**src/include/dac_ctrl_consts.svh**
```systemverilog
// Register offsets, field positions and reset values of the converter control bank
`ifndef DAC_CTRL_CONSTS_SVH
`define DAC_CTRL_CONSTS_SVH

// ==========================================
// Register offsets
`define OFS_CONVERTER_POWER_DOWNS   12'h011
`define OFS_PAIR_POWER_DOWN_MASKS   12'h012
`define OFS_AMP_AND_TX_ENABLE_CTRL  12'h013
`define OFS_OUTPUT_DELAY_TRIM       12'h014
`define OFS_PLL_EVENT_ENABLES       12'h01f

// ==========================================
// Field positions
`define BIT_REFERENCE_POWER_DOWN    7
`define BIT_CONV0_POWER_DOWN        6
`define BIT_CONV1_POWER_DOWN        5
`define BIT_CONV2_POWER_DOWN        4
`define BIT_CONV3_POWER_DOWN        3
`define BIT_UPPER_PAIR_MASK         7
`define BIT_LOWER_PAIR_MASK         6
`define BIT_AMP_SRC_PROTECT_ERROR   6
`define BIT_AMP_SRC_TX_STATE_MACH   5
`define BIT_AMP_SRC_BLANKING_MACH   4
`define BIT_AMP_SRC_REGISTER        3
`define BIT_AMP_REGISTER_LEVEL      2
`define BIT_TX_OVERRIDE_SELECT      1
`define BIT_TX_OVERRIDE_LEVEL       0
`define BIT_CONV_PLL_UNLOCK_EN      5
`define BIT_CONV_PLL_LOCKED_EN      4
`define BIT_LINK_PLL_UNLOCK_EN      3
`define BIT_LINK_PLL_LOCKED_EN      2

// ==========================================
// Reset values, storage masks and the delay trim width
`define RST_CONVERTER_POWER_DOWNS   8'hf8
`define RST_PAIR_POWER_DOWN_MASKS   8'h00
`define RST_AMP_AND_TX_ENABLE_CTRL  8'h20
`define RST_OUTPUT_DELAY_TRIM       4'h8
`define RST_PLL_EVENT_ENABLES       8'h00
`define MASK_CONVERTER_POWER_DOWNS  8'hf8
`define MASK_AMP_AND_TX_ENABLE_CTRL 8'h7f
`define DELAY_TRIM_WIDTH            4

`endif

```
**src/include/dac_ctrl_pkg.sv**
```systemverilog
// Types shared by the converter control bank
package dac_ctrl_pkg;

    // ==========================================
    // Power-down outputs
    typedef struct packed {
        logic       reference;
        logic [3:0] conv;
    } power_down_s;

    // ==========================================
    // Amplifier enable source selection
    typedef struct packed {
        logic protect_error;
        logic tx_state_machine;
        logic blanking_machine;
        logic register_src;
    } amp_src_s;

    // ==========================================
    // Lock reporting events
    typedef struct packed {
        logic conv_pll_unlock;
        logic conv_pll_locked;
        logic link_pll_unlock;
        logic link_pll_locked;
    } pll_event_s;

endpackage

```
**src/logic/dac_tx_power_pa_control.sv**
```systemverilog
// Converter power-down, amplifier enable, delay trim and lock-event control bank
`timescale 1ns/1ps
`include "dac_ctrl_consts.svh"

module dac_tx_power_pa_control (
    input  wire logic                          i_core_clk,
    input  wire logic                          i_reset,
    input  wire logic [11:0]                   i_reg_addr,
    input  wire logic                          i_reg_wr,
    input  wire logic                          i_reg_rd,
    input  wire logic [7:0]                    i_reg_wdata,
    output logic      [7:0]                    o_reg_rdata,
    output logic                               o_reg_rvalid,
    input  wire logic                          i_tx_enable_input_a,
    input  wire logic                          i_tx_enable_input_b,
    input  wire logic                          i_amp_protect_error,
    input  wire logic                          i_tx_machine_amp_on,
    input  wire logic                          i_blanking_amp_on,
    input  wire logic                          i_conv_pll_locked,
    input  wire logic                          i_link_pll_locked,
    output dac_ctrl_pkg::power_down_s          o_power_down,
    output logic                               o_amp_enable,
    output logic      [1:0]                    o_tx_enable,
    output logic      [`DELAY_TRIM_WIDTH-1:0]  o_group_delay_code,
    output dac_ctrl_pkg::pll_event_s           o_pll_event
);

    // ==========================================
    // Registers
    logic [7:0]                   converter_power_downs_r;
    logic [7:0]                   pair_power_down_masks_r;
    logic [7:0]                   amp_and_tx_enable_control_r;
    logic [`DELAY_TRIM_WIDTH-1:0] output_delay_trim_r;
    logic [7:0]                   pll_event_enables_r;

    always_ff @(posedge i_core_clk) begin
        if (i_reset) begin
            converter_power_downs_r     <= `RST_CONVERTER_POWER_DOWNS;
            pair_power_down_masks_r     <= `RST_PAIR_POWER_DOWN_MASKS;
            amp_and_tx_enable_control_r <= `RST_AMP_AND_TX_ENABLE_CTRL;
            output_delay_trim_r         <= `RST_OUTPUT_DELAY_TRIM;
            pll_event_enables_r         <= `RST_PLL_EVENT_ENABLES;
        end else if (i_reg_wr) begin
            case (i_reg_addr)
                `OFS_CONVERTER_POWER_DOWNS:
                    converter_power_downs_r <= i_reg_wdata & `MASK_CONVERTER_POWER_DOWNS;
                `OFS_PAIR_POWER_DOWN_MASKS:
                    pair_power_down_masks_r <= i_reg_wdata;
                `OFS_AMP_AND_TX_ENABLE_CTRL:
                    amp_and_tx_enable_control_r <= i_reg_wdata & `MASK_AMP_AND_TX_ENABLE_CTRL;
                `OFS_OUTPUT_DELAY_TRIM:
                    output_delay_trim_r <= i_reg_wdata[`DELAY_TRIM_WIDTH-1:0];
                `OFS_PLL_EVENT_ENABLES:
                    pll_event_enables_r <= i_reg_wdata;
                default: begin
                end
            endcase
        end
    end

    // ==========================================
    // Read-back, one cycle after the strobe; unmapped offsets read zero
    logic [7:0] rdata_nxt;

    always_comb begin
        case (i_reg_addr)
            `OFS_CONVERTER_POWER_DOWNS:  rdata_nxt = converter_power_downs_r;
            `OFS_PAIR_POWER_DOWN_MASKS:  rdata_nxt = pair_power_down_masks_r;
            `OFS_AMP_AND_TX_ENABLE_CTRL: rdata_nxt = amp_and_tx_enable_control_r;
            `OFS_OUTPUT_DELAY_TRIM:      rdata_nxt = {4'h0, output_delay_trim_r};
            `OFS_PLL_EVENT_ENABLES:      rdata_nxt = pll_event_enables_r;
            default:                     rdata_nxt = 8'h00;
        endcase
    end

    always_ff @(posedge i_core_clk) begin
        if (i_reset) begin
            o_reg_rdata  <= 8'h00;
            o_reg_rvalid <= 1'b0;
        end else begin
            o_reg_rdata  <= i_reg_rd ? rdata_nxt : 8'h00;
            o_reg_rvalid <= i_reg_rd;
        end
    end

    // ==========================================
    // Pin synchronisers; first stage feeds only the second
    logic [3:0] sync1_r;
    logic [3:0] sync2_r;
    logic [1:0] lock_prev_r;

    always_ff @(posedge i_core_clk) begin
        if (i_reset) begin
            sync1_r     <= 4'h0;
            sync2_r     <= 4'h0;
            lock_prev_r <= 2'h0;
        end else begin
            sync1_r     <= {i_conv_pll_locked, i_link_pll_locked,
                            i_tx_enable_input_b, i_tx_enable_input_a};
            sync2_r     <= sync1_r;
            lock_prev_r <= sync2_r[3:2];
        end
    end

    // ==========================================
    // Transmit enable after the register override
    logic [1:0] tx_enable_nxt;

    always_comb begin
        if (amp_and_tx_enable_control_r[`BIT_TX_OVERRIDE_SELECT]) begin
            tx_enable_nxt = {2{amp_and_tx_enable_control_r[`BIT_TX_OVERRIDE_LEVEL]}};
        end else begin
            tx_enable_nxt = sync2_r[1:0];
        end
    end

    // ==========================================
    // Power-down: pair masks add to, never release, the individual bits
    dac_ctrl_pkg::power_down_s power_down_nxt;
    logic                      lower_forced;
    logic                      upper_forced;

    always_comb begin
        lower_forced = pair_power_down_masks_r[`BIT_LOWER_PAIR_MASK] & ~tx_enable_nxt[0];
        upper_forced = pair_power_down_masks_r[`BIT_UPPER_PAIR_MASK] & ~tx_enable_nxt[1];
        power_down_nxt.reference = converter_power_downs_r[`BIT_REFERENCE_POWER_DOWN];
        power_down_nxt.conv[0] = converter_power_downs_r[`BIT_CONV0_POWER_DOWN] | lower_forced;
        power_down_nxt.conv[1] = converter_power_downs_r[`BIT_CONV1_POWER_DOWN] | lower_forced;
        power_down_nxt.conv[2] = converter_power_downs_r[`BIT_CONV2_POWER_DOWN] | upper_forced;
        power_down_nxt.conv[3] = converter_power_downs_r[`BIT_CONV3_POWER_DOWN] | upper_forced;
    end

    // ==========================================
    // Amplifier enable: on only when some source is selected and none asks off
    dac_ctrl_pkg::amp_src_s sel;
    dac_ctrl_pkg::amp_src_s want_on;
    logic                   amp_enable_nxt;

    always_comb begin
        sel.protect_error    = amp_and_tx_enable_control_r[`BIT_AMP_SRC_PROTECT_ERROR];
        sel.tx_state_machine = amp_and_tx_enable_control_r[`BIT_AMP_SRC_TX_STATE_MACH];
        sel.blanking_machine = amp_and_tx_enable_control_r[`BIT_AMP_SRC_BLANKING_MACH];
        sel.register_src     = amp_and_tx_enable_control_r[`BIT_AMP_SRC_REGISTER];
        want_on.protect_error    = ~i_amp_protect_error;
        want_on.tx_state_machine = i_tx_machine_amp_on;
        want_on.blanking_machine = i_blanking_amp_on;
        want_on.register_src     = amp_and_tx_enable_control_r[`BIT_AMP_REGISTER_LEVEL];
        // Safe default: no source selected leaves the amplifier off
        amp_enable_nxt = (|sel) & ~(|(sel & ~want_on));
    end

    // ==========================================
    // Lock edge reporting, gated by the enables
    dac_ctrl_pkg::pll_event_s event_nxt;

    always_comb begin
        event_nxt.conv_pll_unlock = pll_event_enables_r[`BIT_CONV_PLL_UNLOCK_EN]
                                    & lock_prev_r[1] & ~sync2_r[3];
        event_nxt.conv_pll_locked = pll_event_enables_r[`BIT_CONV_PLL_LOCKED_EN]
                                    & ~lock_prev_r[1] & sync2_r[3];
        event_nxt.link_pll_unlock = pll_event_enables_r[`BIT_LINK_PLL_UNLOCK_EN]
                                    & lock_prev_r[0] & ~sync2_r[2];
        event_nxt.link_pll_locked = pll_event_enables_r[`BIT_LINK_PLL_LOCKED_EN]
                                    & ~lock_prev_r[0] & sync2_r[2];
    end

    // ==========================================
    // Registered outputs
    always_ff @(posedge i_core_clk) begin
        if (i_reset) begin
            o_power_down       <= 5'h1f;
            o_amp_enable       <= 1'b0;
            o_tx_enable        <= 2'h0;
            o_group_delay_code <= `RST_OUTPUT_DELAY_TRIM;
            o_pll_event        <= 4'h0;
        end else begin
            o_power_down       <= power_down_nxt;
            o_amp_enable       <= amp_enable_nxt;
            o_tx_enable        <= tx_enable_nxt;
            o_group_delay_code <= output_delay_trim_r;
            o_pll_event        <= event_nxt;
        end
    end

endmodule // dac_tx_power_pa_control

```
**config.mk**
```make
export PLATFORM = sky130hd
export DESIGN_NAME = dac_tx_power_pa_control
export DESIGN_NICKNAME = d
export VERILOG_FILES = /design/src/include/dac_ctrl_pkg.sv /design/src/logic/dac_tx_power_pa_control.sv
export VERILOG_INCLUDE_DIRS = /design/src /design/src/include
export SDC_FILE = /design/constraint.sdc
export NUM_CORES = 1
export LEC_CHECK = 0
export ABC_CLOCK_PERIOD_IN_PS = 1600
export BUFFER_PORTS_ARGS = -buffer_cell sky130_fd_sc_hd__buf_2
export CAP_MARGIN = 40
export CORE_MARGIN = 2
export CORE_UTILIZATION = 53
export CTS_CLUSTER_SIZE = 40
export DETAILED_ROUTE_END_ITERATION = 8
export PLACE_DENSITY = 0.78
export SYNTH_ARGS = -nofsm -noshare
export SYNTH_HDL_FRONTEND = slang
export SYNTH_SLANG_ARGS = --single-unit
```
**constraint.sdc**
```tcl
create_clock -name i_core_clk -period 1.6 [get_ports i_core_clk]
set_input_delay 0.08 -clock i_core_clk [delete_from_list [all_inputs] [get_ports i_core_clk]]
set_output_delay 0.08 -clock i_core_clk [all_outputs]
set_load 0.02 [all_outputs]
```
# [Yosys cells after proc, flatten, opt, wreduce, memory -nomap -nowiden]
# Cells that the tools add are included.
[totals] output_inout_bits=25 word_cells=60 inputBits=31 ff_bits=67
[op_classes] muxes=2 reduce_logical=8 eq_ne=5 bitwise=26
[ops] operator="== test 12 x 5 -> 1 bit (second input constant)" n=5
[ops] operator="one-hot mux 8 bit (5 select lines)" n=1
[ops] operator="AND 1 bit" n=11
[ops] operator="AND reduction 2 bit" n=5
[ops] operator="inverter 1 bit" n=9
[ops] operator="OR reduction 4 bit" n=2
[ops] operator="AND 4 bit" n=1
[ops] operator="inverter 4 bit" n=1
[ops] operator="OR 1 bit" n=4
[ops] operator="2-to-1 mux 2 bit" n=1
[ops] operator="OR reduction 2 bit" n=1

# [Longest topological paths before layout]
[depth] depth_word=6 mapped_depth=5 mapped_depth_nobuf=4

# [Least setup slack after synthesis]
# OpenSTA, ideal clock, no wires.
[synth_timing] path_type="input-to-reg" startpoint="in i_reg_addr[5]" endpoint="reg converter_power_downs_r[3]" required_time_ns=1.483 setup_slack_ns=0.273 cell_stages=5 arrival_ns=1.210 path_cell_list="nor4b_4 and4_2 buf_4 mux2i_1 nand2b_1"
[synth_via] elab_chain_cells=2
[synth_lines] item="start: declaration" line_no="dac_tx_power_pa_control.sv:8" rtl="input wire logic [11:0] i_reg_addr,"
[synth_lines] item="== test 12 x 5 -> 1 bit" line_no="dac_tx_power_pa_control.sv:44" rtl="case (i_reg_addr)"
[synth_lines] item="AND reduction 2 bit (no line)"
[synth_lines] item="end signal: assignment" line_no="dac_tx_power_pa_control.sv:38" rtl="converter_power_downs_r <= `RST_CONVERTER_POWER_DOWNS;"
[synth_lines] item="end signal: assignment" line_no="dac_tx_power_pa_control.sv:46" rtl="converter_power_downs_r <= i_reg_wdata & `MASK_CONVERTER_POWER_DOWNS;"
[synth_lines] item="end: declaration" line_no="dac_tx_power_pa_control.sv:30" rtl="logic [7:0] converter_power_downs_r;"
# Every way passes these cells.
# A chain may end at the register's enable or synchronous reset.

# [Final worst setup path]
[layout_timing] startpoint="in i_reg_addr[9]" endpoint="reg pair_power_down_masks_r[0]"
[layout_via] elab_chain_cells=2
[layout_lines] item="== test 12 x 5 -> 1 bit" line_no="dac_tx_power_pa_control.sv:44"
[layout_lines] item="AND reduction 2 bit (no line)"
[layout_lines] item="end signal: assignment" line_no="dac_tx_power_pa_control.sv:39" rtl="pair_power_down_masks_r <= `RST_PAIR_POWER_DOWN_MASKS;"
[layout_lines] item="end signal: assignment" line_no="dac_tx_power_pa_control.sv:48" rtl="pair_power_down_masks_r <= i_reg_wdata;"
[layout_lines] item="end: declaration" line_no="dac_tx_power_pa_control.sv:31" rtl="logic [7:0] pair_power_down_masks_r;"
# Every way passes these cells.

==> metrics.csv <==
metric,value,unit
synth-edff-count,0,
min_to,o_amp_enable,
slew_viol_final,0,
finalSetupTns,0,ns
design.core.area,0.004692,mm^2
hp-start,i_amp_protect_error,
rr_endpoint,o_power_down[3],
path_delay_family,simple AND/OR/NAND/NOR gates,
die_area,0.005427,mm^2
cts_buffers,9,
overflow,0,
max-clock-path-buffers,2,
cp-end-kind,register,
powerDensity,1051,mW/mm^2
tightestPinTransition,0.4305,ns
setup_ws,0.4657,ns
finalHoldViolCount,0,
skew,0.006599,ns
ys_async_sr_fraction,0,%
grt_pass1_wl,8086,um
ys.flop_type,dfxtp_1,
grt_use_total,20.23,%
hold_class,input pin to register,
clkSinkCount,67,
syn_inst,241,
antenna_found_initial,0,
synth.most_common_cell,dfxtp_1,
fmax,881.6,MHz
ant_nets,0,
crit_path_max_fanout,11,
io_buffers,55,
fp.dieW,73.67,um
die_y,73.67,um
vias_per_cell,5.331,
cts_root_buf,clkbuf_8,
rr_worst_depth,3,
antenna_cells,0,
setup_viol,0,
cts_htree_levels,3,
worst_setup_path_start_kind,input pin,
post-route-period-util,70.90,%
critical_path_required,1.81,ns
vias,1967,
irDropWorstVdd,0.0008576,V
placementRows,25,
synth.cells.most_frequent,"dfxtp_1, mux2i_1, nor2_1",
grt_max_degree,26,
clk_pin_slew,0.06,ns
ys_ff_latch,67,
avgRoutedWirePerCell,13.85,um
cts_tree,built,
yosysTopAreaCell,dfxtp_1,
area_growth,24.85,%
gp_congestion,0.7833,
cpMaxStageDelayCell,nand4_2,
yosysWarnings,0,
rrSetupSlack,0.56,ns
io_pins,56,
dr.pass1.iters,4,
cpPeakStageDelay,0.35,ns
clk_latency,0.33,ns
rsz0062_at_grt,no,
reg2reg_from,amp_and_tx_enable_control_r[1],
status,"complete, no violations",
synthesis.nets,272,
grt_pass1_vias,1747,
grtUsageMet3,6.584,%
busiest_layer,met2,
ctsResizeCount,0,
syn_area_per_cell,10.67,um^2
yosysSeqAreaShare,52.14,%
start_util,54.83,%
leakagePower,1.568,nW
critPathArrivalTime,1.34,ns
drv_cap,0,
synth_top_area_share,52.14,%
preCtsSetupSlack,0.1296,ns
grtUsageMet1,26.78,%
worst-setup-path-type,input pin to register,
period_minus_slack,1.134,ns
ys_types,39,
initialDrtViolationCount,123,
wl,5110,um
grt_util_met2,30.06,%
drive_above_1_share,30.79,%
syn-cell-area,0.002572,mm^2
relSlewSlack,71.30,%
dpl.hpwl,3678,um
hold_path_depth,4,
drc,0,
nNetsFinal,343,
cp_cell_sequence,buf_2 > nor4_1 > buf_4 > nand4_2 > mux2i_1 > nor2_1,
worst-path-buf-inv,2,
synth.area.top_cells,"dfxtp_1, mux2i_1, nor2_1, nor2b_1, nand2b_1",
-- where the power goes --
part / switching [W] / internal [W]
logic: 0.0000938 / 0.0000795
clock network: 0.000571 / 0.000946
registers: 0.00000347 / 0.00168
total: 0.000668 / 0.00271
-- worst max-delay path by stage --
stage                       start                         end  slack [ns]  cells past startpoint
global placement    i_reg_addr[1]              o_reg_rdata[7]        0.16                      5
floorplan           i_reg_addr[5]  converter_power_downs_r[3]        0.27                      5
detailed placement  i_reg_addr[9]  pair_power_down_masks_r[1]        0.13                      6
global route        i_reg_addr[9]  pair_power_down_masks_r[1]        0.34                      6
CTS                 i_reg_addr[9]  pair_power_down_masks_r[0]        0.49                      6
finish              i_reg_addr[9]  pair_power_down_masks_r[0]        0.47                      6
-- stage by stage --
step | utilization [%] | power [W] | cells | hold WS (ns) | instance area (um^2)
2_1_floorplan | - | 0.001807 | 241 | 0.2082 | 2572
3_3_place_gp | 62.80 | 0.001885 | 350 | 0.2879 | 2947
3_5_place_dp | 62.80 | 0.001887 | 350 | 0.2936 | 2947
4_1_cts | 68.45 | 0.003416 | 369 | 0.002109 | 3212
5_1_grt | 68.45 | 0.003488 | 369 | 0.02596 | 3212
6_report | 68.45 | 0.003376 | 369 | 0.01920 | 3212
-- sequential cells by signal (all words and copies together), names as in the netlist --
register and cells:
o_reg_rvalid 1, sync1_r 4, pair_power_down_masks_r 8, o_amp_enable 1, o_reg_rdata 8, amp_and_tx_enable_control_r 7
converter_power_downs_r 5, o_power_down 5, o_tx_enable 2, lock_prev_r 2, o_group_delay_code 4, o_pll_event 4
sync2_r 4, pll_event_enables_r 8, output_delay_trim_r 4
-- placed cells by master, fill, tap and decap left out, drive strengths merged, types with 5 or more instances in the layout --
| cell type | count |
|---|---|
| a21oi | 5 |
| a22oi | 6 |
| buf | 66 |
| clkbuf | 12 |
| dfxtp | 67 |
| dlygate4sd3 | 5 |
| mux2i | 40 |
| nand2b | 11 |
| nand4 | 5 |
| nor2 | 37 |
| nor2b | 16 |
-- final cells by class --
cell class	count	area [um^2]
clock inverters	2	60.06
fillers	364	1480
flip-flops and latches	67	1341
multi-input cells	160	1169
well taps	54	67.56
repair buffers	71	407.9
clock buffers	12	155.1
inverters	3	11.26
-- worst min-delay path: stages --
cell       delay [ns]
buf_2            0.08
nand2_1          0.04
o41ai_1          0.05
a2111oi_0        0.05
-- layer usage --
metal	wire length (um)	vias to the layer above
li1	-	987
met1	2339	916
met2	2398	60
met3	331	4
met4	41	0
met5	0	-
-- logic make-up (layout without fill, tap and decap cells) --
group,Yosys count,count (layout),share of synthesized area [%]
buffers and inverters,14,88,2.432
muxes,40,40,15.56
DFF,67,67,52.14
and+or+nand+nor,95,95,22.18
AOI/OAI and AO/OA,25,25,7.686
-- repair_timing --
item	CTS	global route
buffers inserted	0	0
hold buffers	5	0
endpoints found under the hold margin	5	0
No activity file was read; power rests on OpenSTA's default activity.
